<file path="src/rtl/card_regs_pkg.sv">
/*
  Constants, field positions and types for the card register set.
  Assumes one clock domain; every user includes nothing and writes
  card_regs_pkg::name.
*/
package card_regs_pkg;

  // ----------------------------------------------------------------
  // Register selects for a response
  // ----------------------------------------------------------------
  typedef enum logic [2:0] {
    SEL_OPCOND = 3'h0,
    SEL_IDENT  = 3'h1,
    SEL_SPEC   = 3'h2,
    SEL_ADDR   = 3'h3,
    SEL_CONFIG = 3'h4,
    SEL_STATUS = 3'h5,
    SEL_EXT    = 3'h6,
    SEL_DRIVER = 3'h7
  } reg_sel_t;

  // ----------------------------------------------------------------
  // Current-state codes of the status word
  // ----------------------------------------------------------------
  typedef enum logic [3:0] {
    ST_IDLE  = 4'h0,
    ST_READY = 4'h1,
    ST_IDENT = 4'h2,
    ST_STBY  = 4'h3,
    ST_TRAN  = 4'h4,
    ST_DATA  = 4'h5,
    ST_RCV   = 4'h6,
    ST_PRG   = 4'h7,
    ST_DIS   = 4'h8,
    ST_IO    = 4'hf
  } card_state_t;

  // ----------------------------------------------------------------
  // Operating-conditions word
  // ----------------------------------------------------------------
  localparam int OPC_BUSY_BIT = 31;
  localparam int OPC_CAP_BIT = 30;
  localparam int OPC_LV_BIT = 24;
  localparam logic [8:0] OPC_VDD_WINDOW = 9'h1ff;
  localparam int OPC_VDD_LSB = 15;

  // ----------------------------------------------------------------
  // Fixed field values of the card-specific data
  // ----------------------------------------------------------------
  localparam logic [1:0] SPEC_STRUCT = 2'h1;
  localparam logic [7:0] READ_ACCESS_TIME = 8'h0e;
  localparam logic [7:0] CLOCK_ACCESS_CYCLES = 8'h00;
  localparam logic [7:0] TRAN_SPEED_DS = 8'h32;
  localparam logic [11:0] COMMAND_CLASSES = 12'h5b5;
  localparam logic [3:0] BLOCK_LENGTH_CODE = 4'h9;
  localparam logic [6:0] ERASE_SECTOR_SIZE = 7'h7f;
  localparam logic [6:0] GROUP_SIZE = 7'h00;
  localparam logic [2:0] WRITE_SPEED_FACTOR = 3'h2;
  localparam int SPEC_COPY_BIT = 14;
  localparam int SPEC_PERM_BIT = 13;
  localparam int SPEC_TMP_BIT = 12;
  localparam int SPEC_SIZE_LSB = 48;
  localparam logic [31:0] WHOLE_BLOCK_BYTES = 32'h0000_0200;

  // ----------------------------------------------------------------
  // Configuration register fields
  // ----------------------------------------------------------------
  localparam logic [3:0] CFG_STRUCT = 4'h0;
  localparam logic [3:0] CFG_SPEC = 4'h2;
  localparam logic [3:0] SUPPORTED_BUS_WIDTHS = 4'h5;
  localparam logic [3:0] CFG_CMD_SUPPORT = 4'h3;
  localparam int CFG_WIDTHS_LSB = 48;
  localparam int CFG_CMD_LSB = 32;

  // ----------------------------------------------------------------
  // Status word layout
  // ----------------------------------------------------------------
  localparam logic [31:0] STATUS_ERR_MASK = 32'hfff9_8008;
  localparam int STAT_BLKLEN_BIT = 29;
  localparam int STAT_OVERWRITE_BIT = 16;
  localparam int STAT_LOCK_BIT = 25;
  localparam int STAT_ECC_DIS_BIT = 14;
  localparam int STAT_ERASE_BIT = 13;
  localparam int STAT_STATE_LSB = 9;
  localparam int STAT_RDY_BIT = 8;
  localparam int STAT_APP_BIT = 5;

  // ----------------------------------------------------------------
  // Extended status block fields
  // ----------------------------------------------------------------
  localparam logic [1:0] ACTIVE_BUS_WIDTH_1 = 2'b00;
  localparam logic [1:0] ACTIVE_BUS_WIDTH_4 = 2'b10;
  localparam logic [7:0] EXT_SPEED_CLASS = 8'h04;
  localparam logic [3:0] EXT_AU_SIZE = 4'h9;
  localparam logic [15:0] EXT_ERASE_SIZE = 16'h0020;
  localparam logic [5:0] EXT_ERASE_TIMEOUT = 6'h01;
  localparam logic [1:0] EXT_ERASE_OFFSET = 2'b11;
  localparam logic [3:0] EXT_UHS_GRADE = 4'h3;
  localparam logic [3:0] EXT_UHS_AU = 4'hc;

  // ----------------------------------------------------------------
  // Checksum
  // ----------------------------------------------------------------
  localparam logic [6:0] CRC7_POLY = 7'h09;

endpackage

</file>
<file path="src/rtl/crc_if.sv">
/*
  Carrier between a register image and its checksum generator.
  Assumes the generator is purely combinational.
*/
`timescale 1ns/1ps
`default_nettype none
interface crc_if;
  logic [119:0] data;
  logic [6:0] crc;
  modport calc (input data, output crc);
  modport user (output data, input crc);
endinterface
`default_nettype wire

</file>
<file path="src/rtl/crc7_gen.sv">
/*
  Seven-bit checksum over a 120-bit register image, MSB first.
  Assumes the image is stable within the cycle; no state inside.
*/
`timescale 1ns/1ps
`default_nettype none
module crc7_gen (
  crc_if.calc port
);

  function automatic logic [6:0] crc7(input logic [119:0] d);
    logic [6:0] c;
    logic fb;
    c = 7'h00;
    fb = 1'b0;
    for (int i = 119; i >= 0; i--) begin
      fb = d[i] ^ c[6];
      c = {c[5:0], 1'b0};
      if (fb) begin
        c = c ^ card_regs_pkg::CRC7_POLY;
      end
    end
    return c;
  endfunction

  assign port.crc = crc7(port.data);

endmodule
`default_nettype wire

</file>
<file path="src/rtl/card_register_set.sv">
/*
  Card-side register set: operating conditions, identity, card-specific
  data, relative address, configuration, status word, extended status.
  Assumes request and event inputs come from card logic on clk.
*/
`timescale 1ns/1ps
`default_nettype none
module card_register_set #(
  parameter logic UHS_CAPABLE = 1'b1,
  parameter logic HIGH_CAPACITY = 1'b1,
  parameter logic [21:0] SIZE_FIELD = 22'h00_ee87,
  parameter logic [7:0] MAKER_CODE = 8'h5a,          // Arbitrary value
  parameter logic [15:0] APPLICATION_CODE = 16'h4142, // Arbitrary value
  parameter logic [39:0] PRODUCT_NAME = 40'h4e_4f_4e_41_4d, // Arbitrary
  parameter logic [7:0] PRODUCT_REVISION = 8'h10,    // Arbitrary value
  parameter logic [31:0] SERIAL_NUMBER = 32'h0000_0001,
  parameter logic [7:0] MFG_YEAR = 8'h00,
  parameter logic [3:0] MFG_MONTH = 4'h1,
  parameter logic [2:0] SECURITY_VERSION = 3'h3,
  parameter logic [31:0] MAKER_RESERVED = 32'h0000_0000, // Arbitrary
  parameter logic [31:0] PROTECTED_AREA = 32'h0500_0000,
  parameter logic [7:0] PERFORMANCE_MOVE = 8'h02
) (
  input wire logic clk,
  input wire logic sys_rst,
  input wire logic init_done,
  input wire logic req_valid,
  input wire logic [2:0] req_sel,
  input wire logic prog_valid,
  input wire logic [127:0] prog_data,
  input wire logic addr_wr,
  input wire logic [15:0] addr_data,
  input wire logic blklen_valid,
  input wire logic [31:0] blklen,
  input wire logic [31:0] status_evt,
  input wire logic [3:0] current_state,
  input wire logic lock_flag,
  input wire logic data_ready,
  input wire logic app_command_flag,
  input wire logic ecc_disabled,
  input wire logic erase_state,
  input wire logic bus4_mode,
  output logic card_ready,
  output logic resp_valid,
  output logic [511:0] resp_data
);

  // ----------------------------------------------------------------
  // State
  // ----------------------------------------------------------------
  typedef struct packed {
    logic ready;
    logic [31:0] err;
    logic copy;
    logic perm;
    logic tmp;
    logic crc_prog;
    logic [6:0] spec_crc;
    logic [15:0] addr;
    logic resp_valid;
    logic [511:0] resp_data;
  } state_t;

  state_t st_r;
  state_t st_nxt;

  crc_if ident_crc ();
  crc_if spec_crc ();

  crc7_gen ident_crc_gen (
    .port(ident_crc.calc)
  );

  crc7_gen spec_crc_gen (
    .port(spec_crc.calc)
  );

  // ----------------------------------------------------------------
  // Register images
  // ----------------------------------------------------------------
  logic [31:0] opcond_word;
  logic [127:0] ident_word;
  logic [127:0] spec_word;
  logic [63:0] config_word;
  logic [31:0] status_word;
  logic [511:0] ext_word;
  logic [119:0] spec_body;
  logic [6:0] spec_crc_used;
  logic [1:0] width_code;

  always_comb begin
    opcond_word = 32'h0000_0000;
    opcond_word[card_regs_pkg::OPC_BUSY_BIT] = st_r.ready;
    // Capacity only shown once ready so a busy card never misleads
    opcond_word[card_regs_pkg::OPC_CAP_BIT] = st_r.ready & HIGH_CAPACITY;
    opcond_word[card_regs_pkg::OPC_LV_BIT] = UHS_CAPABLE;
    opcond_word[card_regs_pkg::OPC_VDD_LSB +: 9] = card_regs_pkg::OPC_VDD_WINDOW;
  end

  assign ident_crc.data = {MAKER_CODE, APPLICATION_CODE, PRODUCT_NAME,
    PRODUCT_REVISION, SERIAL_NUMBER, 4'h0, MFG_YEAR, MFG_MONTH};
  assign ident_word = {ident_crc.data, ident_crc.crc, 1'b1};

  assign spec_body = {
    card_regs_pkg::SPEC_STRUCT, 6'h00,
    card_regs_pkg::READ_ACCESS_TIME,
    card_regs_pkg::CLOCK_ACCESS_CYCLES,
    card_regs_pkg::TRAN_SPEED_DS,
    card_regs_pkg::COMMAND_CLASSES,
    card_regs_pkg::BLOCK_LENGTH_CODE,
    1'b0, 1'b0, 1'b0,
    1'b0,
    6'h00,
    SIZE_FIELD,
    1'b0,
    1'b1,
    card_regs_pkg::ERASE_SECTOR_SIZE,
    card_regs_pkg::GROUP_SIZE,
    1'b0,
    2'b00,
    card_regs_pkg::WRITE_SPEED_FACTOR,
    card_regs_pkg::BLOCK_LENGTH_CODE,
    1'b0, 5'h00, 1'b0,
    st_r.copy, st_r.perm, st_r.tmp,
    2'b00, 2'b00};
  assign spec_crc.data = spec_body;
  // A programmed checksum stands until reset or the next accepted programming; else it tracks the content
  assign spec_crc_used = st_r.crc_prog ? st_r.spec_crc : spec_crc.crc;
  assign spec_word = {spec_body, spec_crc_used, 1'b1};

  assign config_word = {card_regs_pkg::CFG_STRUCT, card_regs_pkg::CFG_SPEC, 1'b1,
    SECURITY_VERSION, card_regs_pkg::SUPPORTED_BUS_WIDTHS, 1'b1, 4'h0, 1'b1,
    6'h00, card_regs_pkg::CFG_CMD_SUPPORT, MAKER_RESERVED};

  always_comb begin
    status_word = (st_r.err | status_evt) & card_regs_pkg::STATUS_ERR_MASK;
    status_word[card_regs_pkg::STAT_LOCK_BIT] = lock_flag;
    status_word[card_regs_pkg::STAT_ECC_DIS_BIT] = ecc_disabled;
    status_word[card_regs_pkg::STAT_ERASE_BIT] = erase_state;
    status_word[card_regs_pkg::STAT_STATE_LSB +: 4] = current_state;
    status_word[card_regs_pkg::STAT_RDY_BIT] = data_ready;
    status_word[card_regs_pkg::STAT_APP_BIT] = app_command_flag;
  end

  assign width_code = bus4_mode ? card_regs_pkg::ACTIVE_BUS_WIDTH_4
                                : card_regs_pkg::ACTIVE_BUS_WIDTH_1;
  assign ext_word = {width_code, 1'b1, 7'h00, 6'h00, 16'h0000, PROTECTED_AREA,
    card_regs_pkg::EXT_SPEED_CLASS, PERFORMANCE_MOVE, card_regs_pkg::EXT_AU_SIZE,
    4'h0, card_regs_pkg::EXT_ERASE_SIZE, card_regs_pkg::EXT_ERASE_TIMEOUT,
    card_regs_pkg::EXT_ERASE_OFFSET, card_regs_pkg::EXT_UHS_GRADE,
    card_regs_pkg::EXT_UHS_AU, 80'h0, 312'h0};

  // ----------------------------------------------------------------
  // Next state
  // ----------------------------------------------------------------
  logic spec_ro_differs;

  // Any difference outside the writable bits and end bit 0 is refused as an overwrite
  assign spec_ro_differs = (prog_data[127:15] != spec_word[127:15]) ||
                           (prog_data[11:8] != spec_word[11:8]);

  always_comb begin
    st_nxt = st_r;
    st_nxt.resp_valid = req_valid;
    if (init_done) begin
      st_nxt.ready = 1'b1;
    end
    if (addr_wr) begin
      st_nxt.addr = addr_data;
    end
    if (prog_valid && !spec_ro_differs) begin
      st_nxt.copy = prog_data[card_regs_pkg::SPEC_COPY_BIT];
      st_nxt.perm = prog_data[card_regs_pkg::SPEC_PERM_BIT];
      st_nxt.tmp = prog_data[card_regs_pkg::SPEC_TMP_BIT];
      st_nxt.spec_crc = prog_data[7:1];
      st_nxt.crc_prog = 1'b1;
    end
    // Errors clear once reported; a new event in the same cycle wins
    if (req_valid && req_sel == card_regs_pkg::SEL_STATUS) begin
      st_nxt.err = 32'h0000_0000;
    end
    st_nxt.err = st_nxt.err | (status_evt & card_regs_pkg::STATUS_ERR_MASK);
    if (blklen_valid && blklen != card_regs_pkg::WHOLE_BLOCK_BYTES) begin
      st_nxt.err[card_regs_pkg::STAT_BLKLEN_BIT] = 1'b1;
    end
    if (prog_valid && spec_ro_differs) begin
      st_nxt.err[card_regs_pkg::STAT_OVERWRITE_BIT] = 1'b1;
    end
    if (req_valid) begin
      case (req_sel)
        card_regs_pkg::SEL_OPCOND: st_nxt.resp_data = {480'h0, opcond_word};
        card_regs_pkg::SEL_IDENT: st_nxt.resp_data = {384'h0, ident_word};
        card_regs_pkg::SEL_SPEC: st_nxt.resp_data = {384'h0, spec_word};
        card_regs_pkg::SEL_ADDR: st_nxt.resp_data = {496'h0, st_r.addr};
        card_regs_pkg::SEL_CONFIG: st_nxt.resp_data = {448'h0, config_word};
        card_regs_pkg::SEL_STATUS: st_nxt.resp_data = {480'h0, status_word};
        card_regs_pkg::SEL_EXT: st_nxt.resp_data = ext_word;
        default: st_nxt.resp_data = 512'h0;
      endcase
    end
  end

  always_ff @(posedge clk) begin
    if (sys_rst) begin
      st_r <= '0;
    end else begin
      st_r <= st_nxt;
    end
  end

  assign card_ready = st_r.ready;
  assign resp_valid = st_r.resp_valid;
  assign resp_data = st_r.resp_data;
endmodule
`default_nettype wire

</file>
<file path="config.mk">
export PLATFORM = sky130hd
export DESIGN_NAME = card_register_set
export DESIGN_NICKNAME = d
export VERILOG_FILES = /design/src/rtl/card_regs_pkg.sv /design/src/rtl/crc_if.sv /design/src/rtl/crc7_gen.sv /design/src/rtl/card_register_set.sv
export SDC_FILE = /design/constraint.sdc
export NUM_CORES = 1
export LEC_CHECK = 0
export ABC_AREA = 1
export BUFFER_PORTS_ARGS = -buffer_cell sky130_fd_sc_hd__buf_2
export CORE_AREA = 2 2 292 294
export CTS_CLUSTER_SIZE = 14
export DETAILED_ROUTE_END_ITERATION = 12
export DIE_AREA = 0 0 294 296
export SLEW_MARGIN = 20
export SYNTH_ARGS = -nofsm -noshare
export SYNTH_HDL_FRONTEND = slang
export SYNTH_HIERARCHICAL = 1
export SYNTH_SLANG_ARGS = --single-unit
export TNS_END_PERCENT = 100
</file>
<file path="constraint.sdc">
create_clock -name clk -period 1.7 [get_ports clk]
set_input_delay 0.51 -clock clk [delete_from_list [all_inputs] [get_ports clk]]
set_output_delay 0.51 -clock clk [all_outputs]
set_load 0.01 [all_outputs]
</file>
==> out/results.txt <==
Status = finished clean
Worst Hold Class = in2reg
Fillcell total = 9635
WS Path Type = reg2reg
Via density per instance = 3.45
Final GP Congestion = 0.800
Pin count of the biggest net entering global routing = 47
Largest delay share family, worst path = XOR/XNOR gates
Fmax = 619 MHz
FF+latch area = 1650 um2
IO Port Bufs = 318
CTS tree = built
Library cells used by synthesis = 37
First-pass GRT wire length = 62.1 mm
Met3 usage = 0.00652
Reg2reg start = spec_body[6]
Slew Limit Fails = 0
Met1 Use GR = 0.0964
P&R area growth vs syn = 18.1%
Final Skew = 8.52 ps
Core Area = 84200 um2
Clk slew on worst S/H paths = 70 ps
Final std cells w/o fill = 5292
Ys async rst share = 0
DIE WIDTH = 294 um
Main synth FF type = dfxtp_1
Longest Clk Path Bufs = 2
Layout cells sized above 1 = 0.203
Hold Fails Final Rpt = 0
Multi-input gate area = 14800 um2
Nets = 4422
HPWL Detailed = 34.7 mm
WHS = 370 ps
Gr ovfl total = 0
Number of synthesized flops with an enable pin = 0
Drt pass-1 iters = 5
Clk Latency, worst-skew pair = 340 ps
Cell area after synthesis = 18400 um2
Number of global-route vias before repair = 14700
WL final = 39.0 mm
Initial core utilization = 0.219
GR Layer Usage met2 = 0.163
Dpl cells = 5272
Sequential share of the synthesized area = 0.0892
Total CTS buffers = 9
Yosys warning count = 6
Synth Register Bits = 82
WP data arrival = 1830 ps
Final period utilization = 0.950
# IOs = 742
Crit-path cells = xor2_4 -> xnor2_2 -> xor2_1 -> inv_1 -> nand2_1 -> o21ai_0 -> a22o_1 -> o21ai_1 -> a21oi_1
Min-delay src = init_done
Drt initial violations = 533
Gr busiest metal = met2
CP max stage delay = 350 ps
Clock root buffer = clkbuf_16
Syn Inst Count = 3383
Worst Setup End Kind = flip-flop
CP startpoint = spec_body[6]
Non-Filler Cell Area, Final = 21700 um2
# rows = 107
Avg Cell Area, Syn = 5.44 um2
Final setup vio count = 0
Die Footprint = 87000 um2
H-Tree Depth = 3
Worst path buffer plus inverter count = 1
CTS Hold Bufs = 0
Cell Area, Placed = 21400 um2
Drt drc = 0
Crit path launch type = flip-flop
Clock sink count = 82
Tmin final = 1610 ps
Req. time, crit path = 1920 ps
Highest-delay cell along the critical path = dfxtp_2
Die height = 296 um
Post-DR wirelength/cell = 7.37 um
Initial antenna violation count = 5
Via Count = 18200
ANT nets after route = 0
Fin util = 0.258
Gr usage total = 0.0824
Max-Cap Viols = 0
Crit-path max FO = 4
-- layout make-up --
type / count / share of cell area
tap: 1090 / 0.0627
timing repair buffer: 349 / 0.0859
sequential: 82 / 0.0757
clock buffer: 9 / 0.0104
antenna: 3 / 0.000345
clock inverter: 7 / 0.00466
inverter: 450 / 0.0777
multi-input combinational: 3302 / 0.683
-- kinds of logic after synthesis --
logic type,after synthesis,share of synthesized area
and+or+nand+nor,2180,0.554
xor gates and xnor gates,30,0.0196
other,2,0.000408
DFF,82,0.0892
AOI/OAI and AO/OA,101,0.0298
buffers and inverters,988,0.307
-- cell usage after synthesis, types with 3 or more instances --
cell type,count,area share
inv_1,351,0.072
nor2_2,8,0.0027
buf_1,4,0.00082
o21ai_0,44,0.012
nand2_1,1162,0.24
xnor2_1,6,0.0029
inv_2,95,0.019
a31oi_1,3,0.0010
o211ai_1,6,0.0024
buf_4,512,0.21
nand3_1,409,0.11
clkinv_1,4,0.00082
nor2_1,146,0.030
buf_2,6,0.0016
nand3b_1,60,0.024
o22ai_1,4,0.0014
nor2_4,4,0.0024
xor2_1,16,0.0076
nor4_1,8,0.0027
nand3_2,46,0.025
a21oi_1,38,0.010
clkbuf_1,14,0.0029
xor2_2,4,0.0035
nand2_2,302,0.10
dfxtp_1,82,0.089
nand2_4,16,0.0098
nand4_1,13,0.0044
a22o_1,4,0.0019
-- worst min-delay path, delay by kind of cell --
kind                   cells  cell delay (ps)
AND/OR/NAND/NOR            2               90
buffers and inverters      1               70
-- cells in the final DEF, fill, tap and decap left out, types with 3 or more instances in the layout --
cell / count
conb_1: 991
nand4_1: 13
nand3b_1: 60
clkinv_1: 4
o22ai_1: 4
inv_2: 95
dfxtp_2: 4
dfxtp_1: 78
buf_4: 25
nand3_2: 47
inv_1: 351
o21ai_0: 43
o211ai_1: 6
a22o_1: 4
buf_2: 319
nor2_4: 4
diode_2: 3
nor2_1: 146
nor2_2: 8
nand3_1: 408
nand2_1: 1161
clkbuf_16: 9
a21oi_1: 38
nand2_2: 303
nand2_4: 16
buf_12: 3
nor4_1: 8
xnor2_1: 5
xor2_1: 16
xor2_2: 4
a31oi_1: 3
-- sequential cells by signal, indices dropped and copies added, names as in the netlist --
signal	count
card_ready	1
resp_data	38
st_r	39
resp_valid	1
spec_body	3
-- path summary, 6_finish.rpt --
| path | endpoint | slack [ps] | cells past startpoint |
|---|---|---|---|
| worst max-delay path | resp_data[3] | 90 | 9 |
| worst min-delay path | card_ready | 370 | 3 |
| worst min register to register | resp_data[31] | 460 | 2 |
| worst max register to register | resp_data[3] | 90 | 9 |
-- per-stage QoR --
stage | setup slack, ps | TNS (ps)
floorplan | 158 | 0
global placement | -245 | -2790
detailed placement | -215 | -2410
CTS | 11.4 | 0
global route | -0.617 | -0.617
finish | 85.4 | 0
-- repair_timing --
item / 4_1_cts / 5_1_grt
gates resized for setup: 1 / 9
pin swaps: 0 / 1
cloned: 0 / 1
setup endpoints to repair: 12 / 24
buffers inserted: 0 / 0
-- per-layer routing --
metal  up-vias  wire length (um)
li1      10500                 -
met1      7278             16700
met2       401             20100
met3        23              1750
met4         0               492
met5         -                 0
Power is left out: the tool's default activity adds up to more than one toggle a clock period on the data nets, which glitch-free logic cannot reach.
